File: src/common/adc_seq_regs.svh
`ifndef ADC_SEQ_REGS_SVH
`define ADC_SEQ_REGS_SVH

`define FRAME_BITS      5'd24
`define HDR_BITS        5'd8
`define RW_BIT          21
`define ADDR_MSB        20
`define ADDR_LSB        16

`define REG_RESULT      5'h00
`define REG_CTRL1       5'h01
`define REG_MISC1       5'h02
`define REG_MISC2       5'h03
`define REG_CTRL2       5'h10

`define DEF_CTRL1       16'h01C3
`define DEF_MISC1       16'h8000
`define DEF_MISC2       16'h7FFF
`define DEF_OTHER       16'h0000

`define CONV_MODE_BIT   15
`define PD_BIT          7
`define RATE_MSB        6
`define RATE_LSB        4
`define MEAS_MSB        13
`define MEAS_LSB        11
`define PSEL_MSB        4
`define PSEL_LSB        0

`define CLK_HZ          100000000
`define MASTER_HZ       1000000
`define MOD_HZ          250000
`define READY_PULSE_NS  8000

`endif

File: src/common/adc_seq_pkg.sv
package adc_seq_pkg;
    typedef logic [15:0] word_t;
    typedef enum logic [1:0] {
        SEQ_IDLE = 2'b00,
        SEQ_CONV = 2'b01,
        SEQ_DONE = 2'b11
    } seq_state_e;
endpackage

File: src/common/serial_frame_if.sv
`timescale 1ns/100ps
interface serial_frame_if;
    logic [4:0]  addr;
    logic        rd;
    logic [15:0] wdata;
    logic [15:0] rdata;
    logic        hdr_stb;
    logic        commit_stb;
    logic        idle;
    modport shifter (output addr, rd, wdata, hdr_stb, commit_stb, idle,
                     input rdata);
    modport core    (input addr, rd, wdata, hdr_stb, commit_stb, idle,
                     output rdata);
endinterface

File: src/design/adc_sequencer_serial_port.sv
`timescale 1ns/100ps
`include "adc_seq_regs.svh"
module adc_sequencer_serial_port
    import adc_seq_pkg::*;
#(
    parameter int CLK_HZ    = `CLK_HZ,
    parameter int MASTER_HZ = `MASTER_HZ,
    parameter int MOD_HZ    = `MOD_HZ
)(
    input  wire logic       clk_i,
    input  wire logic       resetn_i,
    input  wire logic       serial_select_n_i,
    input  wire logic       sclk_i,
    input  wire logic       serial_in_i,
    output logic            serial_out_o,
    output logic            serial_out_oe_o,
    output logic            ready_n_o,
    input  wire logic       modulator_bit_i,
    output logic            modulator_strobe_o,
    output logic            converter_active_o,
    output logic [4:0]      input_select_o,
    output logic [2:0]      meas_mode_o,
    output logic [2:0]      data_rate_o
);
    localparam int MASTER_DIV  = CLK_HZ / MASTER_HZ;
    localparam int MOD_DIV     = MASTER_HZ / MOD_HZ;
    localparam int READY_CYC_I =
        int'((64'(`READY_PULSE_NS) * CLK_HZ) / 64'd1000000000);
    localparam logic [11:0] READY_CYC = 12'(READY_CYC_I);

    if (MASTER_DIV < 2 || MOD_DIV < 1 || MASTER_DIV > 255 || MOD_DIV > 15
        || READY_CYC_I < 1 || READY_CYC_I > 4095) begin : g_bad_clk
        $error("Clock ratios out of range");
    end

    serial_frame_if frm ();

    serial_frame_shifter u_shifter (
        .clk_i             (clk_i),
        .resetn_i          (resetn_i),
        .serial_select_n_i (serial_select_n_i),
        .sclk_i            (sclk_i),
        .serial_in_i       (serial_in_i),
        .serial_out_o      (serial_out_o),
        .serial_out_oe_o   (serial_out_oe_o),
        .frm               (frm.shifter)
    );

    // Register file
    logic [31:0][15:0] regs;
    logic              write_hit_ctrl;
    logic              busy;
    seq_state_e        state;

    function automatic word_t reg_default(input logic [4:0] a);
        case (a)
            `REG_CTRL1: reg_default = `DEF_CTRL1;
            `REG_MISC1: reg_default = `DEF_MISC1;
            `REG_MISC2: reg_default = `DEF_MISC2;
            default:    reg_default = `DEF_OTHER;
        endcase
    endfunction

    // Reads commit shifted-in data too, so one commit path serves both
    for (genvar i = 1; i < 32; i++) begin : g_reg
        logic [15:0] q;
        always_ff @(posedge clk_i or negedge resetn_i) begin
            if (!resetn_i) begin
                q <= reg_default(5'(i));
            end else if (frm.commit_stb && frm.addr == 5'(i)) begin
                q <= frm.wdata;
            end
        end
        assign regs[i] = q;
    end

    assign write_hit_ctrl = frm.commit_stb && frm.addr == `REG_CTRL1;

    // Control bit 15 reads back conversion status
    always_comb begin
        if (frm.addr == `REG_CTRL1) begin
            frm.rdata = {~busy, regs[`REG_CTRL1][14:0]};
        end else begin
            frm.rdata = regs[frm.addr];
        end
    end

    logic       pd;
    logic [2:0] rate;
    assign pd   = regs[`REG_CTRL1][`PD_BIT];
    assign rate = regs[`REG_CTRL1][`RATE_MSB:`RATE_LSB];

    always_ff @(posedge clk_i or negedge resetn_i) begin
        if (!resetn_i) begin
            input_select_o <= 5'h00;
            meas_mode_o    <= 3'h0;
            data_rate_o    <= 3'h4;
        end else begin
            input_select_o <=
                regs[`REG_CTRL2][`PSEL_MSB:`PSEL_LSB];
            meas_mode_o    <=
                regs[`REG_CTRL1][`MEAS_MSB:`MEAS_LSB];
            data_rate_o    <= rate;
        end
    end

    // Single-shot request: mode bit written 0 then 1 while powered down
    logic mode_written;
    logic start_single;
    always_ff @(posedge clk_i or negedge resetn_i) begin
        if (!resetn_i) begin
            mode_written <= 1'b0;
        end else if (write_hit_ctrl) begin
            mode_written <= frm.wdata[`CONV_MODE_BIT];
        end
    end
    assign start_single = write_hit_ctrl && frm.wdata[`CONV_MODE_BIT]
                          && frm.wdata[`PD_BIT] && !mode_written
                          && state == SEQ_IDLE;

    // Master clock and modulator tick dividers
    logic [7:0] master_cnt;
    logic [3:0] mod_cnt;
    logic       master_tick;
    logic       mod_tick;
    always_ff @(posedge clk_i or negedge resetn_i) begin
        if (!resetn_i) begin
            master_cnt <= 8'h00;
            mod_cnt    <= 4'h0;
        end else begin
            master_cnt <= master_tick ? 8'h00 : master_cnt + 8'h01;
            if (master_tick) begin
                mod_cnt <= mod_tick ? 4'h0 : mod_cnt + 4'h1;
            end
        end
    end
    assign master_tick = master_cnt == 8'(MASTER_DIV - 1);
    assign mod_tick    = master_tick
                         && mod_cnt == 4'(MOD_DIV - 1);

    always_ff @(posedge clk_i or negedge resetn_i) begin
        if (!resetn_i) modulator_strobe_o <= 1'b0;
        else           modulator_strobe_o <= mod_tick && busy;
    end

    logic [1:0] mbit_m;
    always_ff @(posedge clk_i or negedge resetn_i) begin
        if (!resetn_i) mbit_m <= 2'h0;
        else           mbit_m <= {mbit_m[0], modulator_bit_i};
    end

    // Oversampling ratio and gain 2^31/ratio per rate code
    function automatic logic [14:0] osr_of(input logic [2:0] r);
        case (r)
            3'h0: osr_of = 15'd31250;
            3'h1: osr_of = 15'd15625;
            3'h2: osr_of = 15'd7812;
            3'h3: osr_of = 15'd3906;
            3'h4: osr_of = 15'd1953;
            3'h5: osr_of = 15'd1000;
            3'h6: osr_of = 15'd526;
            default: osr_of = 15'd290;
        endcase
    endfunction

    function automatic logic [23:0] gain_of(input logic [2:0] r);
        case (r)
            3'h0: gain_of = 24'd68719;
            3'h1: gain_of = 24'd137439;
            3'h2: gain_of = 24'd274896;
            3'h3: gain_of = 24'd549791;
            3'h4: gain_of = 24'd1099582;
            3'h5: gain_of = 24'd2147484;
            3'h6: gain_of = 24'd4082669;
            default: gain_of = 24'd7405116;
        endcase
    endfunction

    // Sinc1 decimator
    logic [2:0]         conv_rate;
    logic [14:0]        sample_cnt;
    logic signed [16:0] acc;
    logic               conv_done;
    logic               single;
    assign busy      = state == SEQ_CONV;
    assign conv_done = busy && mod_tick
                       && sample_cnt == osr_of(conv_rate) - 15'd1;

    always_ff @(posedge clk_i or negedge resetn_i) begin
        if (!resetn_i) begin
            sample_cnt <= 15'h0000;
            acc        <= 17'sh00000;
            conv_rate  <= 3'h4;
        end else if (!busy || conv_done) begin
            sample_cnt <= 15'h0000;
            acc        <= 17'sh00000;
            conv_rate  <= rate;
        end else if (mod_tick) begin
            sample_cnt <= sample_cnt + 15'd1;
            acc <= mbit_m[1] ? acc + 17'sd1 : acc - 17'sd1;
        end
    end

    // Scale, saturate and clamp the final sum
    logic signed [16:0] acc_last;
    logic signed [41:0] product;
    logic signed [25:0] scaled;
    logic [15:0]        result;
    assign acc_last = mbit_m[1] ? acc + 17'sd1 : acc - 17'sd1;
    assign product  = acc_last * $signed({1'b0, gain_of(conv_rate)});
    assign scaled   = product[41:16];

    always_comb begin
        if (scaled > 26'sd32767) begin
            result = 16'h7FFF;
        end else if (scaled < -26'sd32768) begin
            result = 16'h8000;
        end else begin
            result = scaled[15:0];
        end
        if (meas_mode_o != 3'h0 && result[15]) begin
            result = 16'h0000;
        end
    end

    // Sequencer
    always_ff @(posedge clk_i or negedge resetn_i) begin
        if (!resetn_i) begin
            state  <= SEQ_IDLE;
            single <= 1'b0;
        end else begin
            unique case (state)
                SEQ_IDLE: begin
                    if (start_single) begin
                        state  <= SEQ_CONV;
                        single <= 1'b1;
                    end else if (!pd) begin
                        state  <= SEQ_CONV;
                        single <= 1'b0;
                    end
                end
                SEQ_CONV: begin
                    if (!single && pd) begin
                        state <= SEQ_IDLE;
                    end else if (conv_done) begin
                        state <= SEQ_DONE;
                    end
                end
                SEQ_DONE: begin
                    if (single || pd) begin
                        state  <= SEQ_IDLE;
                        single <= 1'b0;
                    end else begin
                        state <= SEQ_CONV;
                    end
                end
            endcase
        end
    end

    always_ff @(posedge clk_i or negedge resetn_i) begin
        if (!resetn_i) converter_active_o <= 1'b0;
        else           converter_active_o <= state != SEQ_IDLE;
    end

    // Result register with deferred update
    logic [15:0] pend_val;
    logic        pend;
    logic [15:0] result_reg;
    always_ff @(posedge clk_i or negedge resetn_i) begin
        if (!resetn_i) begin
            pend     <= 1'b0;
            pend_val <= 16'h0000;
        end else if (conv_done) begin
            pend     <= 1'b1; // Set wins over the clear below
            pend_val <= result;
        end else if (pend && frm.idle) begin
            pend <= 1'b0;
        end
    end

    always_ff @(posedge clk_i or negedge resetn_i) begin
        if (!resetn_i) begin
            result_reg <= `DEF_OTHER;
        end else if (pend && frm.idle && !conv_done) begin
            result_reg <= pend_val;
        end
    end
    assign regs[0] = result_reg;

    // Ready indication: short pulse when continuous, held when single
    logic [11:0] ready_cnt;
    always_ff @(posedge clk_i or negedge resetn_i) begin
        if (!resetn_i) begin
            ready_cnt <= 12'h000;
            ready_n_o <= 1'b1;
        end else if (conv_done && single) begin
            ready_n_o <= 1'b0;
            ready_cnt <= 12'h000;
        end else if (conv_done) begin
            ready_n_o <= 1'b0;
            ready_cnt <= READY_CYC;
        end else if (state == SEQ_IDLE && (start_single || !pd)) begin
            // A start from SEQ_IDLE cuts any pulse still running
            ready_n_o <= 1'b1;
            ready_cnt <= 12'h000;
        end else if (ready_cnt > 12'h001) begin
            ready_cnt <= ready_cnt - 12'h001;
        end else if (ready_cnt == 12'h001) begin
            ready_cnt <= 12'h000;
            ready_n_o <= 1'b1;
        end
    end
endmodule

File: src/design/serial_frame_shifter.sv
`timescale 1ns/100ps
`include "adc_seq_regs.svh"
module serial_frame_shifter
    import adc_seq_pkg::*;
(
    input  wire logic clk_i,
    input  wire logic resetn_i,
    input  wire logic serial_select_n_i,
    input  wire logic sclk_i,
    input  wire logic serial_in_i,
    output logic      serial_out_o,
    output logic      serial_out_oe_o,
    serial_frame_if.shifter frm
);
    logic [1:0]  sel_m, sclk_m, din_m;
    logic        sclk_d;
    logic [4:0]  count;
    logic [22:0] shift_in;
    logic [15:0] out_sh;
    logic        sel_s, sclk_s, din_s, rise, fall;

    // Two-stage synchronisers; stage 0 feeds only stage 1
    always_ff @(posedge clk_i or negedge resetn_i) begin
        if (!resetn_i) begin
            sel_m  <= 2'h3;
            sclk_m <= 2'h0;
            din_m  <= 2'h0;
        end else begin
            sel_m  <= {sel_m[0], serial_select_n_i};
            sclk_m <= {sclk_m[0], sclk_i};
            din_m  <= {din_m[0], serial_in_i};
        end
    end
    assign sel_s  = sel_m[1];
    assign sclk_s = sclk_m[1];
    assign din_s  = din_m[1];

    always_ff @(posedge clk_i or negedge resetn_i) begin
        if (!resetn_i) sclk_d <= 1'b0;
        else           sclk_d <= sclk_s;
    end
    assign rise = sclk_s & ~sclk_d & ~sel_s;
    assign fall = ~sclk_s & sclk_d & ~sel_s;

    // Input side: MSB first, sampled on falling edges
    always_ff @(posedge clk_i or negedge resetn_i) begin
        if (!resetn_i) begin
            count          <= 5'h00;
            shift_in       <= 23'h000000;
            frm.hdr_stb    <= 1'b0;
            frm.commit_stb <= 1'b0;
            frm.addr       <= 5'h00;
            frm.rd         <= 1'b0;
            frm.wdata      <= 16'h0000;
        end else begin
            frm.hdr_stb    <= 1'b0;
            frm.commit_stb <= 1'b0;
            if (sel_s) begin
                count <= 5'h00;
            end else if (fall) begin
                shift_in <= {shift_in[21:0], din_s};
                if (count == `HDR_BITS - 5'd1) begin
                    // Bit 16 is arriving now; bits 23..17 sit in [6:0]
                    frm.addr    <= {shift_in[3:0], din_s};
                    frm.rd      <= shift_in[4];
                    frm.hdr_stb <= 1'b1;
                end
                if (count == `FRAME_BITS - 5'd1) begin
                    count          <= 5'h00;
                    frm.wdata      <= {shift_in[14:0], din_s};
                    frm.commit_stb <= 1'b1;
                end else begin
                    count <= count + 5'd1;
                end
            end
        end
    end
    assign frm.idle = (count == 5'h00);

    // Output side: loaded at header, advanced on rising edges
    always_ff @(posedge clk_i or negedge resetn_i) begin
        if (!resetn_i) begin
            out_sh       <= 16'h0000;
            serial_out_o <= 1'b0;
        end else if (sel_s) begin
            serial_out_o <= 1'b0;
        end else if (frm.hdr_stb) begin
            out_sh <= frm.rdata;
        end else if (rise && frm.rd && count >= `HDR_BITS) begin
            serial_out_o <= out_sh[15];
            out_sh       <= {out_sh[14:0], 1'b0};
        end
    end
    assign serial_out_oe_o = ~sel_s & frm.rd & (count >= `HDR_BITS);
endmodule

File: config.mk
export PLATFORM = sky130hd
export DESIGN_NAME = adc_sequencer_serial_port
export DESIGN_NICKNAME = d
export VERILOG_FILES = /design/src/common/adc_seq_pkg.sv /design/src/common/serial_frame_if.sv /design/src/design/adc_sequencer_serial_port.sv /design/src/design/serial_frame_shifter.sv
export VERILOG_INCLUDE_DIRS = /design/src /design/src/common
export SDC_FILE = /design/constraint.sdc
export NUM_CORES = 2
export LEC_CHECK = 0
export BUFFER_PORTS_ARGS = -buffer_cell sky130_fd_sc_hd__buf_2
export CAP_MARGIN = 15
export CORE_AREA = 5 5 289 319
export CTS_BUF_LIST = sky130_fd_sc_hd__clkbuf_16
export DETAILED_ROUTE_END_ITERATION = 12
export DIE_AREA = 0 0 294 324
export PLACE_DENSITY = 0.67
export SYNTH_ARGS = -nofsm -noshare
export SYNTH_HDL_FRONTEND = slang
export SYNTH_SLANG_ARGS = --single-unit
File: constraint.sdc
create_clock -name clk_i -period 9.91 [get_ports clk_i]
set_clock_uncertainty 0.1 [all_clocks]
set_input_delay 0.4955 -clock clk_i [delete_from_list [all_inputs] [get_ports clk_i]]
set_output_delay 0.4955 -clock clk_i [all_outputs]
set_load 0.05 [all_outputs]
==> metrics.md <==
| Metric | Value |
|---|---|
| Final hold viol count | `0` |
| Post-synth cell types | `72` |
| Clock share of power | `31.6%` |
| Die area | `95,300 um2` |
| Worst Setup End Kind | `register` |
| Worst-path cell with the longest stage delay | `fa_1` |
| Logic pwr share | `between 30% and 40%` |
| Pre-antenna DRT Iters | `7` |
| Psw | `between 2 and 3 mW` |
| Seq/Total Area, Yosys | `between 30% and 40%` |
| Core area | `between 80,000 and 90,000 um2` |
| Mapped Area | `43,700 um2` |
| Pwr Density | `approximately 170 nW/um2` |
| Root Driver | `clkbuf_16` |
| Vias in the first global route | `between 20,000 and 30,000` |
| Max-Cap Viols | `0` |
| Top post-synthesis cells by area | `dfrtp_1 37%, fa_1 14%, mux2_2 14%` |
| Synthesized instance count | `approximately 3,700` |
| Ports | `22` |
| Part of the power in registers | `between 30% and 40%` |
| Post-route cell area | `between 40,000 and 50,000 um2` |
| Max reg flops | `496` |
| GRT overflow | `0` |
| Max-slew violation count | `0` |
| Detailed Route WL | `107,000 um` |
| Worst r2r src | `mbit_m[1]` |
| Syn nets | `4,180` |
| Post-layout util | `between 50% and 60%` |
| RSZ-0062 raised after global routing | `no` |
| Num CTS Buffers | `66` |
| Initial DRC Count | `around 2,000` |
| Crit path DAT | `9.91 ns` |
| Tot GR Track Use | `between 20% and 30%` |
| DR WL/cell | `~22 um` |
| Final #Nets | `~4,100` |
| Worst Path Max Fanout | `15` |
| Area share of the largest cell type after synthesis | `37.1%` |
| CP Launch Point | `mbit_m[1]` |
| CTS H-Tree Depth | `3` |
| Final period utilization | `between 90% and 100%` |
| Final setup fails | `0` |
| Longest Clk Path Bufs | `3` |
| Fin Setup TNS | `0 ns` |
| Peak supply drop | `about 0.29 mV` |
| Flop2flop setup slack | `between 0.4 and 0.5 ns` |
| Detail Placement HPWL | `between 70,000 and 80,000 um` |
| Initial antenna violation count | `0` |
| CTS Sinks | `roughly 680` |
| DRC violations left | `0` |
| Vias per cell | `between 5 and 6` |
| Port bufs | `21` |
| Critical path type | `reg -> reg` |
| Worst Hold Class | `reg -> reg` |
| Placed Area | `between 40,000 and 50,000 um2` |
| #FFs+latches synth | `675` |
| Required time worst endpoint | `approximately 10 ns` |
| Die height | `roughly 320 um` |
| RR Endpoint | `pend_val[2]` |
| Largest net degree at the start of global routing | `between 150 and 200` |
| Routed via count | `about 28,000` |
| Pint | `around 5.1 mW` |
| Layout cells sized above 1 | `between 20% and 30%` |
| DRT antenna net count | `0` |
| CTS tree | `done` |
| Synth area leader | `dfrtp_1` |
| Reg with most FFs | `g.q` |
| Worst-Skew Late Latency | `just over 0.6 ns` |
| Switch share | `a little over a third` |
| Most frequent cells after synthesis | `649 x dfrtp_1, 546 x mux2_2, 419 x inv_1` |
| Startpoint types | `register` |
| Placer congestion estimate | `0.897` |
| Area delta synth->final | `8.73%` |
| CP max stage delay | `approximately 0.66 ns` |
| Mean Syn Cell Area | `11.8 um2` |
| Row cnt | `115` |
| Most frequent CP cell | `fa_1` |
| Main synth FF type | `dfrtp_1` |
| Leakage | `~23 nW` |
| Actual slew at the worst max-slew pin | `roughly 1.2 ns` |
| Min Clock Period, post-route | `between 9 and 10 ns` |
| Post-synthesis async set-or-reset flop share | `100%` |
| Final hold slack | `around 0.26 ns` |
| First-pass GRT wire length | `170,000 um` |
| Initial Util | `between 40% and 50%` |
| Most common cell in the synthesized netlist | `dfrtp_1` |
| Worst Reg-to-Reg Cells | `33` |
| Die X | `between 200 and 300 um` |
| Post-synth EDFFs | `0` |
| Clock transition at path regs | `around 0.060 ns` |
| Syn. warnings | `0` |
| Top flop regs | `g.q: 496 flops, acc: 17 flops` |
| Fmax | `approximately 110 MHz` |
| Status | `finished clean` |
| Critical Path End | `pend_val[2]` |
| Max transition margin | `around a fifth` |
==> what timing repair did <==
| item | CTS | global route |
|---|---|---|
| setup endpoints to repair | 1 | 15 |
| pin swaps | 0 | 2 |
| hold buffers | 5 | 0 |
| buffers inserted | 0 | 2 |
| resized for setup | 1 | 15 |
| endpoints found under the hold margin | 88 | 0 |
==> cell families after synthesis <==
group	synth area share [%]
and+or+nand+nor	8.01
xor gates and xnor gates	1.79
adders and majority gates	18.9
muxes	22.9
buffers and inverters	5.68
AOI/OAI and AO/OA	4.04
DFF	38.7
==> area by class of cell <==
type,count,area (um2)
Clock buffer,68,1700
Multi-Input combinational cell,2377,24500
Clock inverter,49,399
Timing Repair Buffer,129,988
Fill cell,7479,41200
Sequential cell,675,16900
Inverter,420,1580
Tap cell,1170,1460
Antenna cell,1,2.50
==> power groups by stage <==
stage	Sequential (mW)	Clock, mW	Combinational [mW]
after floorplan	2.83	0	1.62
after global placement	2.84	0	2.50
after detailed placement	2.84	0	2.50
after CTS	2.79	2.54	2.52
after global routing	2.79	2.65	2.84
final	2.79	2.48	2.59
==> layout by cell type, fill, tap and decap left out, types with 6 or more instances in the layout <==
cell / count
xor2_1: 27
and2_1: 22
o21bai_1: 12
bufinv_16: 6
o21ai_0: 104
mux4_2: 160
buf_2: 20
or3_1: 10
nand2_1: 356
clkbuf_16: 68
nor2_1: 221
nand3_1: 27
and3_1: 13
inv_1: 432
buf_4: 99
o21ai_1: 12
nand4_1: 19
nor3b_1: 6
dfrtp_1: 645
mux2i_1: 25
o21a_1: 12
nor2_2: 13
dfstp_2: 26
nor2b_1: 15
nand4b_1: 8
xnor2_1: 51
nand2b_1: 25
xnor2_2: 6
ha_1: 161
a21oi_1: 64
a21o_1: 25
clkinv_1: 19
mux2_2: 546
nor3_1: 28
fa_1: 313
==> layer usage <==
layer	global-route usage [%]	part of all wire, %	vias to the layer above
met3	2.77	4.7	220
met2	38.7	50	742
met4	9.19	4.4	0
li1	-	-	12351
met5	0	0	-
met1	30.0	41	14608
==> worst min-delay path by stage <==
stage                        start             endpoint  cells past startpoint
2_1_floorplan             resetn_i               acc[0]                      0
3_3_place_gp   u_shifter.sclk_m[0]  u_shifter.sclk_m[1]                      0
3_5_place_dp             mbit_m[0]            mbit_m[1]                      0
4_1_cts         u_shifter.sel_m[0]   u_shifter.sel_m[1]                      0
5_1_grt        u_shifter.sclk_m[0]  u_shifter.sclk_m[1]                      0
6_report                 mbit_m[0]            mbit_m[1]                      0
==> worst max-delay path: cells and delay by family (launching register included) <==
| kind | cells | cell delay [ns] |
|---|---|---|
| compound gates | 7 | 1.44 |
| xor+xnor | 1 | 0.28 |
| buf+inv | 7 | 0.93 |
| fa+ha+maj | 8 | 3.79 |
| flops | 1 | 0.39 |
| simple gates | 10 | 2.45 |
==> metrics by stage <==
stage | setup slack, ns | power, mW | std cells
global route | 0.0354 | 8.28 | 4888
CTS | 0.143 | 7.85 | 4886
detailed placement | 0.0548 | 5.34 | 4764
floorplan | 0.543 | 4.45 | 3700
finish | 0.408 | 7.86 | 4889
global placement | 0.252 | 5.34 | 4764
No activity file was read; power rests on OpenSTA's default activity.
